`src/lcdtg_pkg.sv`:
```
`default_nettype none
package lcdtg_pkg;
	// Register indices inside the 32-byte register window.
	localparam logic [4:0] REG_REVISION    = 5'h00;
	localparam logic [4:0] REG_MODE        = 5'h01;
	localparam logic [4:0] REG_HACT_WIDTH  = 5'h04;
	localparam logic [4:0] REG_VACT_LOW    = 5'h05;
	localparam logic [4:0] REG_VACT_HIGH   = 5'h06;
	localparam logic [4:0] REG_LINE_START  = 5'h07;
	localparam logic [4:0] REG_HBLANK      = 5'h08;
	localparam logic [4:0] REG_FRAME_START = 5'h09;
	localparam logic [4:0] REG_VBLANK      = 5'h0A;
	localparam logic [4:0] REG_STATUS      = 5'h0B;
	// Upper address bits that select the register window at the top of the range.
	localparam logic [11:0] WIN_TAG        = 12'hFFF;
	// Field positions.
	localparam int MODE_LINE_POL  = 4;
	localparam int MODE_FRAME_POL = 3;
	localparam int STAT_VBLANK    = 0;
	localparam int STAT_UNDERRUN  = 1;
	// Reset value of every writable register.
	localparam logic [7:0] REG_RESET   = 8'h00;
	// Revision read-back value; the value is arbitrary.
	localparam logic [7:0] REVISION_ID = 8'h5A;
	// Timing counts, in pixel clock periods unless named otherwise.
	localparam int PIX_DIV_DEF       = 2;
	localparam int HBLANK_BIAS       = 4;
	localparam int HPART_BIAS        = 16;
	localparam int LINE_PULSE_PIX    = 9;
	localparam int FRAME_LEAD_PIX    = 18;
	localparam int FRAME_PULSE_LINES = 2;
	localparam int PIX_W_DEF         = 12;
endpackage
`default_nettype wire

```
`src/lcdtg_top.sv`:
```
// Notes on behaviour
// - Active span lasts (width field plus one) times eight pixel clocks.
// - Horizontal blanking totals (blank field plus four) times eight pixel clocks.
// - First blanking part is start field times eight plus sixteen clocks.
// - Second blanking part is (blank minus start) times eight plus sixteen.
// - Displayed lines equal the ten-bit height value plus one.
// - Vertical blanking equals the six-bit blank field in lines.
// - First vertical blanking part lasts the frame start field in lines.
// - Second vertical blanking part lasts blank minus frame start lines.
// - Shift clock period at least one pixel clock, half high, half low.
// - Data, strobe and line pulse change half a pixel before shift falls.
// - Line pulse stays active for nine pixel clocks each line.
// - Line pulse repeats every active plus blanking pixel span.
// - Frame pulse repeats every displayed plus blanking line count.
// - Frame pulse stays active for two whole line periods.
// - Frame pulse falls one line less eighteen clocks before its line pulse.
// - Registers answer only in the top 32 bytes of the address range.
// - Line pulse is active low with polarity bit zero, else high.
`timescale 1ns/100ps
`default_nettype none
module lcdtg_top
	import lcdtg_pkg::*;
#(
	parameter int PIX_DIV = PIX_DIV_DEF,
	parameter int PIX_W   = PIX_W_DEF
) (
	// Clock and reset.
	input  wire logic             clk_i,
	input  wire logic             rst_i,
	// Wishbone register port.
	input  wire logic             wb_cyc_i,
	input  wire logic             wb_stb_i,
	input  wire logic             wb_we_i,
	input  wire logic [16:0]      wb_adr_i,
	input  wire logic [7:0]       wb_dat_i,
	input  wire logic [0:0]       wb_sel_i,
	output logic                  wb_ack_o,
	output logic      [7:0]       wb_dat_o,
	// Pixel stream from the frame source.
	input  wire logic [PIX_W-1:0] pix_data_i,
	input  wire logic             pix_valid_i,
	output logic                  pix_ready_o,
	// Panel pins.
	output logic                  panel_shift_clock_o,
	output logic                  line_pulse_o,
	output logic                  frame_pulse_o,
	output logic                  pixel_valid_strobe_o,
	output logic      [PIX_W-1:0] panel_pixel_bus_o
);
	localparam int DIV_W = (PIX_DIV > 2) ? $clog2(PIX_DIV) : 1;

	logic [7:0]       mode_q, hwidth_q, vlow_q, vhigh_q, lstart_q, hblank_q, fstart_q, vblank_q;
	logic             underrun_q;
	logic             req, hit, wr_hit, underrun_set;
	logic [4:0]       off;
	logic [7:0]       rd_d;
	logic [DIV_W-1:0] div_q;
	logic             pix_en;
	logic [6:0]       hw_s;
	logic [4:0]       hb_s, ls_s, ls_e;
	logic [5:0]       vb_s, fs_s, fs_e;
	logic [10:0]      vdp_s, horiz_active_span, hnd1, hnd2, htot, vtot, fl_raw, fl_w, fe_raw, fr_end;
	logic [10:0]      h_q, v_q;
	logic             h_last, v_last, disp_line, sb_d, lp_d;
	logic             lp_act_q, sb_act_q, fr_act_q;
	logic [PIX_W-1:0] buf_q [2];
	logic             wp_q, rp_q, push, pop;
	logic [1:0]       cnt_q, cnt_d;

	// Register window decode; anything outside the window is answered with zero.
	assign req    = wb_cyc_i & wb_stb_i & ~wb_ack_o;
	assign hit    = (wb_adr_i[16:5] == WIN_TAG);
	assign off    = wb_adr_i[4:0];
	assign wr_hit = req & wb_we_i & wb_sel_i[0] & hit;

	// One wait state: the answer comes in the cycle after the request is seen.
	always_ff @(posedge clk_i) begin
		if (rst_i) begin
			wb_ack_o <= 1'b0;
			wb_dat_o <= 8'h00;
		end else begin
			wb_ack_o <= req;
			wb_dat_o <= (req & hit) ? rd_d : 8'h00;
		end
	end

	// Read multiplexer; the status register reflects the scan state.
	always_comb begin
		case (off)
			REG_REVISION:    rd_d = REVISION_ID;
			REG_MODE:        rd_d = mode_q;
			REG_HACT_WIDTH:  rd_d = {1'b0, hwidth_q[6:0]};
			REG_VACT_LOW:    rd_d = vlow_q;
			REG_VACT_HIGH:   rd_d = {6'h00, vhigh_q[1:0]};
			REG_LINE_START:  rd_d = {3'h0, lstart_q[4:0]};
			REG_HBLANK:      rd_d = {3'h0, hblank_q[4:0]};
			REG_FRAME_START: rd_d = {2'h0, fstart_q[5:0]};
			REG_VBLANK:      rd_d = {2'h0, vblank_q[5:0]};
			REG_STATUS:      rd_d = {6'h00, underrun_q, ~disp_line};
			default:         rd_d = 8'h00;
		endcase
	end

	// Writable configuration registers.
	always_ff @(posedge clk_i) begin
		if (rst_i) begin
			mode_q   <= REG_RESET;
			hwidth_q <= REG_RESET;
			vlow_q   <= REG_RESET;
			vhigh_q  <= REG_RESET;
			lstart_q <= REG_RESET;
			hblank_q <= REG_RESET;
			fstart_q <= REG_RESET;
			vblank_q <= REG_RESET;
		end else if (wr_hit) begin
			case (off)
				REG_MODE:        mode_q   <= wb_dat_i;
				REG_HACT_WIDTH:  hwidth_q <= wb_dat_i;
				REG_VACT_LOW:    vlow_q   <= wb_dat_i;
				REG_VACT_HIGH:   vhigh_q  <= wb_dat_i;
				REG_LINE_START:  lstart_q <= wb_dat_i;
				REG_HBLANK:      hblank_q <= wb_dat_i;
				REG_FRAME_START: fstart_q <= wb_dat_i;
				REG_VBLANK:      vblank_q <= wb_dat_i;
				default:         ;
			endcase
		end
	end

	// Sticky underrun flag; a new underrun beats a clear in the same cycle.
	always_ff @(posedge clk_i) begin
		if (rst_i) begin
			underrun_q <= 1'b0;
		end else if (underrun_set) begin
			underrun_q <= 1'b1;
		end else if (wr_hit && off == REG_STATUS && wb_dat_i[STAT_UNDERRUN]) begin
			underrun_q <= 1'b0;
		end
	end

	// Pixel clock enable divider; the shift clock is high for the first half.
	assign pix_en = (div_q == '0);
	always_ff @(posedge clk_i) begin
		if (rst_i) begin
			div_q               <= '0;
			panel_shift_clock_o <= 1'b0;
		end else begin
			div_q <= (div_q == DIV_W'(PIX_DIV - 1)) ? '0 : div_q + 1'b1;
			if (pix_en) begin
				panel_shift_clock_o <= 1'b1;
			end else if (div_q == DIV_W'(PIX_DIV / 2)) begin
				panel_shift_clock_o <= 1'b0;
			end
		end
	end

	// Shadow copies: timing fields only take effect at a line or frame boundary, so a
	// timing register write never tears the line or frame that is being scanned.
	always_ff @(posedge clk_i) begin
		if (rst_i) begin
			hw_s  <= '0;
			hb_s  <= '0;
			ls_s  <= '0;
			vdp_s <= 11'h001;
			vb_s  <= '0;
			fs_s  <= '0;
		end else if (pix_en && h_last) begin
			hw_s <= hwidth_q[6:0];
			hb_s <= hblank_q[4:0];
			ls_s <= lstart_q[4:0];
			if (v_last) begin
				vdp_s <= {1'b0, vhigh_q[1:0], vlow_q} + 11'h001;
				vb_s  <= vblank_q[5:0];
				fs_s  <= fstart_q[5:0];
			end
		end
	end

	// Span arithmetic; a start field above its blank field is clamped to it.
	assign ls_e   = (ls_s > hb_s) ? hb_s : ls_s;
	assign fs_e   = (fs_s > vb_s) ? vb_s : fs_s;
	assign horiz_active_span    = {1'b0, hw_s, 3'h0} + 11'h008;
	assign hnd1   = {3'h0, ls_e, 3'h0} + 11'(HPART_BIAS);
	assign hnd2   = {3'h0, hb_s - ls_e, 3'h0} + 11'(HPART_BIAS);
	assign htot   = horiz_active_span + {3'h0, hb_s, 3'h0} + 11'(HBLANK_BIAS * 8);
	assign vtot   = vdp_s + {5'h00, vb_s};
	assign fl_raw = vdp_s + {5'h00, fs_e};
	assign fl_w   = (fl_raw >= vtot) ? fl_raw - vtot : fl_raw;
	// The rest of the blanking, blank minus start lines, begins with the pulse line.
	assign fe_raw = fl_w + 11'(FRAME_PULSE_LINES);
	assign fr_end = (fe_raw >= vtot) ? fe_raw - vtot : fe_raw;

	// Pixel and line counters run on the pixel clock enable.
	assign h_last    = (h_q == htot - 11'h001);
	assign v_last    = (v_q == vtot - 11'h001);
	assign disp_line = (v_q < vdp_s);
	always_ff @(posedge clk_i) begin
		if (rst_i) begin
			h_q <= '0;
			v_q <= '0;
		end else if (pix_en) begin
			h_q <= h_last ? '0 : h_q + 11'h001;
			if (h_last) begin
				v_q <= v_last ? '0 : v_q + 11'h001;
			end
		end
	end

	// Slot 0 starts the line pulse; the strobe follows after the second part.
	assign lp_d = (h_q < 11'(LINE_PULSE_PIX));
	assign sb_d = disp_line && (h_q >= hnd2) && (h_q < hnd2 + horiz_active_span);

	// Panel outputs change with the shift clock rising edge, half a pixel
	// before the falling edge on which the panel samples them.
	always_ff @(posedge clk_i) begin
		if (rst_i) begin
			lp_act_q             <= 1'b0;
			sb_act_q             <= 1'b0;
			fr_act_q             <= 1'b0;
			line_pulse_o         <= 1'b1;
			frame_pulse_o        <= 1'b1;
			pixel_valid_strobe_o <= 1'b0;
			panel_pixel_bus_o    <= '0;
		end else if (pix_en) begin
			lp_act_q             <= lp_d;
			sb_act_q             <= sb_d;
			line_pulse_o         <= ~(lp_d ^ mode_q[MODE_LINE_POL]);
			pixel_valid_strobe_o <= sb_d;
			panel_pixel_bus_o    <= pop ? buf_q[rp_q] : '0;
			if (h_q == 11'(FRAME_LEAD_PIX) && v_q == fl_w) begin
				fr_act_q      <= 1'b1;
				frame_pulse_o <= mode_q[MODE_FRAME_POL];
			end else if (h_q == 11'(FRAME_LEAD_PIX) && v_q == fr_end) begin
				fr_act_q      <= 1'b0;
				frame_pulse_o <= ~mode_q[MODE_FRAME_POL];
			end
		end
	end

	// Two-entry buffer: the source may stall for one slot without a word
	// being lost, and an empty buffer during the strobe is flagged as underrun.
	assign push         = pix_valid_i & pix_ready_o;
	assign pop          = pix_en & sb_d & (cnt_q != 2'h0);
	assign underrun_set = pix_en & sb_d & (cnt_q == 2'h0);
	assign cnt_d        = cnt_q + {1'b0, push} - {1'b0, pop};
	always_ff @(posedge clk_i) begin
		if (rst_i) begin
			wp_q        <= 1'b0;
			rp_q        <= 1'b0;
			cnt_q       <= 2'h0;
			pix_ready_o <= 1'b0;
		end else begin
			if (push) begin
				buf_q[wp_q] <= pix_data_i;
				wp_q        <= ~wp_q;
			end
			if (pop) begin
				rp_q <= ~rp_q;
			end
			cnt_q       <= cnt_d;
			pix_ready_o <= (cnt_d != 2'h2);
		end
	end

	// Checking helpers sample the pins one cycle after each pixel slot begins.
	logic             pen_q, lp_p, sb_p, fr_p, hv_q, fv_q, sbl_q;
	logic [10:0]      hc_q, sbf_q, h1f_q, lht_q, lc_q, fc_q, rem_q;
	logic [DIV_W:0]   hi_q;
	logic             ln_st, fr_st;
	assign ln_st = pen_q & lp_act_q & ~lp_p;
	assign fr_st = pen_q & fr_act_q & ~fr_p;
	always_ff @(posedge clk_i) begin
		if (rst_i) begin
			pen_q <= 1'b0;
			lp_p  <= 1'b0;
			sb_p  <= 1'b0;
			fr_p  <= 1'b0;
			hv_q  <= 1'b0;
			fv_q  <= 1'b0;
			sbl_q <= 1'b0;
			hc_q  <= '0;
			sbf_q <= '0;
			h1f_q <= '0;
			lht_q <= '0;
			lc_q  <= '0;
			fc_q  <= '0;
			rem_q <= '0;
			hi_q  <= '0;
		end else begin
			pen_q <= pix_en;
			hi_q  <= panel_shift_clock_o ? hi_q + 1'b1 : '0;
			if (pen_q) begin
				lp_p <= lp_act_q;
				sb_p <= sb_act_q;
				fr_p <= fr_act_q;
				hc_q <= ln_st ? 11'h001 : hc_q + 11'h001;
				if (sb_p & ~sb_act_q) begin
					sbf_q <= hc_q;
					h1f_q <= hnd1;
					sbl_q <= 1'b1;
				end
				if (ln_st) begin
					hv_q  <= 1'b1;
					lht_q <= htot;
					sbl_q <= 1'b0;
				end
				if (fr_st) begin
					fv_q  <= 1'b1;
					rem_q <= vtot - fl_w;
					lc_q  <= '0;
					fc_q  <= '0;
				end else if (ln_st) begin
					lc_q <= lc_q + 11'h001;
					fc_q <= fc_q + 11'h001;
				end
			end
		end
	end
endmodule // lcdtg_top
`default_nettype wire

```
`config.mk`:
```
export PLATFORM = sky130hd
export DESIGN_NAME = lcdtg_top
export DESIGN_NICKNAME = d
export VERILOG_FILES = /design/src/lcdtg_pkg.sv /design/src/lcdtg_top.sv
export SDC_FILE = /design/constraint.sdc
export NUM_CORES = 1
export LEC_CHECK = 0
export BUFFER_PORTS_ARGS = -buffer_cell sky130_fd_sc_hd__buf_2
export CAP_MARGIN = 20
export CORE_UTILIZATION = 25
export CTS_BUF_LIST = sky130_fd_sc_hd__clkbuf_8
export CTS_CLUSTER_SIZE = 40
export DETAILED_ROUTE_END_ITERATION = 7
export MAX_ROUTING_LAYER = met4
export PLACE_DENSITY = 0.4
export REMOVE_ABC_BUFFERS = 1
export SLEW_MARGIN = 20
export SYNTH_ARGS = -nofsm -noshare
export SYNTH_HDL_FRONTEND = slang
export SYNTH_SLANG_ARGS = --single-unit
```
`constraint.sdc`:
```
create_clock -name clk_i -period 7.58 [get_ports clk_i]
set_input_delay 1.516 -clock clk_i [delete_from_list [all_inputs] [get_ports clk_i]]
set_output_delay 1.516 -clock clk_i [all_outputs]
set_load 0.02 [all_outputs]
```
=== Word level (Yosys, flattened, before mapping) ===
Memories as Yosys holds them, arrays and structs flattened. A register that Yosys moved wholly into a read port is not among the register bits.
Cells that the tools add are included.

* Bits in registers: 141
* Bits in writable memories: 24
* Input port bits: 44
* Output and inout port bits: 26
* Word-level logic and storage cells: 135
* Memories: 1

{| class="wikitable"
|+ Memory list
! name !! words !! bits a word !! read ports !! clocked after memory_dff !! wr ports !! RTL line !! RTL
|-
| buf_q || 2 || 12 || 1 || 1 || 1 || lcdtg_top.sv:66 || <nowiki>logic [PIX_W-1:0] buf_q [2];</nowiki>
|}

* $add $sub $neg: 19
* Order comparisons: 8
* Eq/ne operators: 16
* Muxes and demuxes: 18
* Bitwise logic cells: 19
* Reduce and logical (&&, ||, !) cells: 25

{| class="wikitable"
|+ Operators with widths
! operator !! count
|-
| $pmux W8 S10 || 1
|-
| $eq A11 B11 Y1 || 4
|-
| $mux W11 || 4
|-
| $add A11 B1 Y11 const B || 2
|-
| $add A11 B6 Y11 || 2
|-
| $ge A11 B11 Y1 || 2
|-
| $lt A11 B11 Y1 || 2
|-
| $reduce_and A2 Y1 || 11
|-
| $sub A11 B1 Y11 const B || 2
|-
| $sub A11 B11 Y11 || 2
|-
| $eq A5 B3 Y1 const B || 4
|-
| $eq A5 B4 Y1 const B || 4
|-
| $eq A12 B12 Y1 const B || 1
|-
| $mux W12 || 1
|-
| $add A10 B1 Y11 const B || 1
|-
| $add A10 B4 Y11 const B || 1
|-
| $add A11 B2 Y11 const B || 1
|-
| $add A11 B6 Y11 const B || 1
|-
| $add A11 B8 Y11 || 1
|-
| $add A9 B11 Y11 || 1
|-
| $eq A11 B5 Y1 const B || 1
|-
| $ge A11 B9 Y1 || 1
|-
| $lt A11 B4 Y1 const B || 1
|-
| $and A1 B1 Y1 || 10
|-
| other kinds (19) || 44
|}

=== Depth between registers and ports, before layout ===
* Depth after elaboration: 12
* Gate-level depth with buffers: 42
* Mapped depth without buffers: 42

=== Worst setup path after synthesis ===
Ideal clock, no wire load.

* Path type: reg2reg
* Start: reg vb_s[1]
* End: reg frame_pulse_o
* Setup time: 0.058 ns
* Data arrival time: 8.118 ns
* Data required time: 7.522 ns
* Path slack: -0.596 ns
* Stages on the path, launching flop included: 39
* Path buffers: 1
* Clock period less this slack: 8.176 ns
* Path through: dfxtp_1 inv_1 ha_1 nor2b_1 o21a_1 o21a_1 o21ai_0 nand2b_1 a21oi_1 a31oi_1 mux2_2 fa_1 a211oi_2 nor2_1 o311ai_2 ha_1 nand4_1 a211oi_2 [... 3 more ...] inv_1 ha_1 nand2_1 and4bb_1 or3_1 and2_1 ha_1 nand4_1 nor3_1 a211oi_1 and2_1 clkbuf_1 nand2_1 a21oi_1 o2111ai_1 a2111oi_4 mux2i_1 a21o_1

* Cells in the longest elaborated chain, start to end: 12
* Elaborated cells between the ends (all ways): 18
* Classes of those cells: 5 x add/sub; 3 x order compare; 2 x eq/ne; 4 x mux; 4 x reduce/logical

{| class="wikitable"
|+ Ends and longest elaborated chain
! element !! RTL line !! RTL
|-
| start, declared || lcdtg_top.sv:61 || <nowiki>logic [5:0] vb_s, fs_s, fs_e;</nowiki>
|-
| start signal, assigned || lcdtg_top.sv:173 || <nowiki>vb_s <= vblank_q[5:0];</nowiki>
|-
| $gt A6 B6 Y1 || lcdtg_top.sv:181 || <nowiki>assign fs_e = (fs_s > vb_s) ? vb_s : fs_s;</nowiki>
|-
| $mux W6 || lcdtg_top.sv:181 ||
|-
| $add A11 B6 Y11 || lcdtg_top.sv:187 || <nowiki>assign fl_raw = vdp_s + {5'h00, fs_e};</nowiki>
|-
| $sub A11 B11 Y11 or $ge A11 B11 Y1 (tied branches) || lcdtg_top.sv:188 || <nowiki>assign fl_w = (fl_raw >= vtot) ? fl_raw - vtot : fl_raw;</nowiki>
|-
| $mux W11 || lcdtg_top.sv:188 ||
|-
| $add A11 B2 Y11 || lcdtg_top.sv:190 || <nowiki>assign fe_raw = fl_w + 11'(FRAME_PULSE_LINES);</nowiki>
|-
| $sub A11 B11 Y11 or $ge A11 B11 Y1 (tied branches) || lcdtg_top.sv:191 || <nowiki>assign fr_end = (fe_raw >= vtot) ? fe_raw - vtot : fe_raw;</nowiki>
|-
| $mux W11 || lcdtg_top.sv:191 ||
|-
| $eq A11 B11 Y1 || lcdtg_top.sv:233 || <nowiki>end else if (h_q == 11'(FRAME_LEAD_PIX) && v_q == fr_end) begin</nowiki>
|-
| $logic_and A1 B1 Y1 || lcdtg_top.sv:233 ||
|-
| $reduce_bool A2 Y1 (no line) || - ||
|-
| $reduce_and A2 Y1 (no line) || - ||
|-
| end signal, assigned || lcdtg_top.sv:232 || <nowiki>frame_pulse_o <= mode_q[MODE_FRAME_POL];</nowiki>
|-
| end signal, assigned || lcdtg_top.sv:235 || <nowiki>frame_pulse_o <= ~mode_q[MODE_FRAME_POL];</nowiki>
|-
| end, declared || lcdtg_top.sv:46 || <nowiki>output logic frame_pulse_o,</nowiki>
|}

Parallel ways exist; a longest one is shown, timed or not.
A chain may end at the register's enable or synchronous reset.

=== Worst setup path in the final report ===
Ends and elaborated chain as after synthesis.

==> results.json <==
{
  "timing_worst_slew_pin_value_ps": 1034,
  "syn_area_um2": 11870,
  "path_buf_inv": 2,
  "worst_setup_path_start_kind": "flip-flop",
  "avgSynthCellArea_um2": 8.714,
  "irDropWorstVdd_mv": 0.1094,
  "overflow": 0,
  "synth_common_cells": "dfxtp_1 (142), nor2_1 (110), ha_1 (99)",
  "hold_violations": 0,
  "finalCriticalPeriod_ps": 7542,
  "gp_congestion": 0.8841,
  "cts_root_buf": "clkbuf_8",
  "end_kind": "flip-flop",
  "netlist_instances": 1362,
  "cts_sinks": 166,
  "whs_ps": 461.0,
  "area_delta_synth_final_pct": 24.34,
  "ant_nets": 0,
  "critPathArrivalTime_ps": 7970,
  "outcome": "complete, no violations",
  "yosysTopAreaCell": "dfxtp_1",
  "first_iter_violations": 552,
  "synth_area_leaders": "dfxtp_1 (24%), ha_1 (10%), edfxtp_1 (6.1%), xnor2_1 (5.2%), xor2_1 (4.3%)",
  "ys_ff_latch": 166,
  "grt_pass1_vias": 10400,
  "die_area_um2": 48350,
  "finalClockSkew_ps": 15.99,
  "synth_cell_type_count": 101,
  "cts_buffers": 17,
  "start_util": 0.2544,
  "hp-class": "reg -> reg",
  "placed_cell_area_um2": 13920,
  "drive_gt1_frac": 0.2443,
  "first_pass_iters": 5,
  "dp.final_hpwl_um": 28330,
  "setup_violations": 0,
  "vias_per_cell": 4.826,
  "critPathSlowestCell": "fa_2",
  "track_usage": 0.1619,
  "crit_family": "compound AO/OA/AOI/OAI gates",
  "cts.htree.levels": 4,
  "max_cap_viol_count": 0,
  "relSlewSlack": 0.3011,
  "pwr_density_cell_nw_per_um2": 114.8,
  "postLayoutCoreUtil": 0.3163,
  "power.total_mw": 1.694,
  "num_rows": 79,
  "drt-total-wl_um": 37190,
  "vias": 10540,
  "core-area_um2": 46650,
  "wl_per_cell_um": 17.03,
  "yosysSeqAreaShare": 0.3002,
  "postCtsHoldBufs": 0,
  "drc": 0,
  "nets": 1713,
  "synthMostInstantiatedCell": "dfxtp_1",
  "synth-edff-count": 24,
  "post-route-period-util": 0.9950,
  "clkLatencyLatePin_ps": 490,
  "synth_ff_type": "dfxtp_1",
  "synthArstFlopShare": 0,
  "grt_pass1_wl_um": 58730,
  "io_buffers": 69,
  "grt_max_degree": 72,
  "die_w_um": 219.9,
  "antenna_found_initial": 1,
  "p_leak_nw": 6.175,
  "final_area_um2": 14760,
  "drv_slew": 0,
  "synth_top_area_share": 0.2395,
  "clockBufferDepth": 2,
  "fmax_ghz": 0.1326,
  "crit_type": "reg -> reg",
  "max_stage_delay_ps": 410,
  "critPathRequiredTime_ps": 8010,
  "nFillCells": 4999,
  "die_h_um": 219.9,
  "path_max_fanout": 5,
  "ys_warn_count": 0,
  "cts.clk_slew.worst_paths_ps": 90,
  "rsz0062_at_grt": "yes",
  "io_pins": 70,
  "cts_tree": "yes"
}
## cells in the final DEF, fill, tap and decap left out, types with 7 or more instances in the layout
cell type,count
buf_2,68
o21a_1,8
and3_1,14
nand3_1,76
o21ai_0,23
or3_1,9
a21oi_2,7
a21oi_1,85
nand4_1,22
nor2b_1,13
a21o_1,38
a211oi_1,11
a22oi_1,7
a221oi_1,7
nor3_1,26
mux2_2,19
a211o_1,9
o21bai_1,7
o21ai_1,7
inv_1,65
buf_4,179
a22o_1,19
mux2i_1,39
dfxtp_1,140
edfxtp_1,24
nand2_1,95
ha_1,91
clkbuf_8,17
a31oi_1,12
nand2b_1,21
o31ai_1,7
xor2_1,57
xnor2_1,69
nor2_1,107
## sequential cells by signal, summed over array words and instances, names as in the netlist, 2 cells and up, named ones only
name / cells
v_q: 11
vblank_q: 6
lstart_q: 5
fstart_q: 6
mode_q: 8
vdp_s: 11
hwidth_q: 7
panel_pixel_bus_o: 12
cnt_q: 2
vb_s: 6
h_q: 11
hblank_q: 5
wb_dat_o: 8
fs_s: 6
vlow_q: 8
hb_s: 5
hw_s: 7
ls_s: 5
buf_q: 24
vhigh_q: 2
## kinds of logic (layout without fill, tap and decap cells)
group	after synthesis	count (layout)	synth area share
compound gates	313	313	0.1918
xor+xnor	130	130	0.09709
fa+ha+maj	106	106	0.1162
buf+inv	132	346	0.04596
flops	166	166	0.3002
mux	60	60	0.05313
other cells	0	1	0
simple gates	455	455	0.1957
## worst register-to-register path, delay by kind of cell (launching register included)
family                   cells  cell delay [ps]
adder cells (fa/ha/maj)      5             1410
flip-flops                   1              340
AO/OA/AOI/OAI               17             3380
multiplexers                 2              580
AND/OR/NAND/NOR             11             1620
buffers and inverters        2              170
## layer usage
metal / vias to the layer above / global-route usage / part of all wire
met3: 38 / 0.01601 / 0.022
met2: 150 / 0.2659 / 0.48
li1: 5325 / - / -
met5: - / - / 0
met1: 5027 / 0.2089 / 0.48
met4: 0 / 0.04920 / 0.019
## metrics by stage
stage / setup slack, ps / std cells / setup TNS, ps
global route: -353.1 / 2184 / -371.6
CTS: 3.111 / 2178 / 0
floorplan: -477.6 / 1296 / -477.6
detailed placement: -529.6 / 2135 / -529.6
finish: 37.78 / 2184 / 0
global placement: -388.3 / 2135 / -388.3
## power by group
part           internal [mW]  switching [mW]  leakage [nW]
registers              0.900         0.00694          1.36
logic                 0.0221          0.0417          4.59
clock network          0.362           0.362         0.218
total                   1.28           0.411          6.17
## timing repair
action / 4_1_cts / 5_1_grt
gates resized for setup: 50 / 11
buffers inserted: 11 / 5
endpoints found under the setup margin: 1 / 3
pin swaps: 43 / 28
## worst paths after layout
path / startpoint / to / slack, ps / cells after the start
worst max-delay path: vb_s[1]$_SDFFE_PP0P_ / frame_pulse_o$_SDFFE_PP1P_ / 40 / 37
worst max register to register: vb_s[1]$_SDFFE_PP0P_ / frame_pulse_o$_SDFFE_PP1P_ / 40 / 37
worst min register to register: mode_q[1]$_SDFFE_PP0P_ / mode_q[1]$_SDFFE_PP0P_ / 460 / 2
worst min-delay path: mode_q[1]$_SDFFE_PP0P_ / mode_q[1]$_SDFFE_PP0P_ / 460 / 2
## layout make-up
| cell class | instances | area [µm²] | area share |
|---|---|---|---|
| multi-input cells | 1064 | 8050 | 0.5455 |
| diodes | 1 | 2.502 | 0.0001696 |
| well taps | 607 | 759.5 | 0.05146 |
| clock buffers | 17 | 234.0 | 0.01585 |
| inverters | 66 | 247.7 | 0.01679 |
| repair buffers | 248 | 1695 | 0.1149 |
| flip-flops and latches | 166 | 3566 | 0.2416 |
| clock inverters | 15 | 202.7 | 0.01373 |
(Power assumes the default switching activity.)
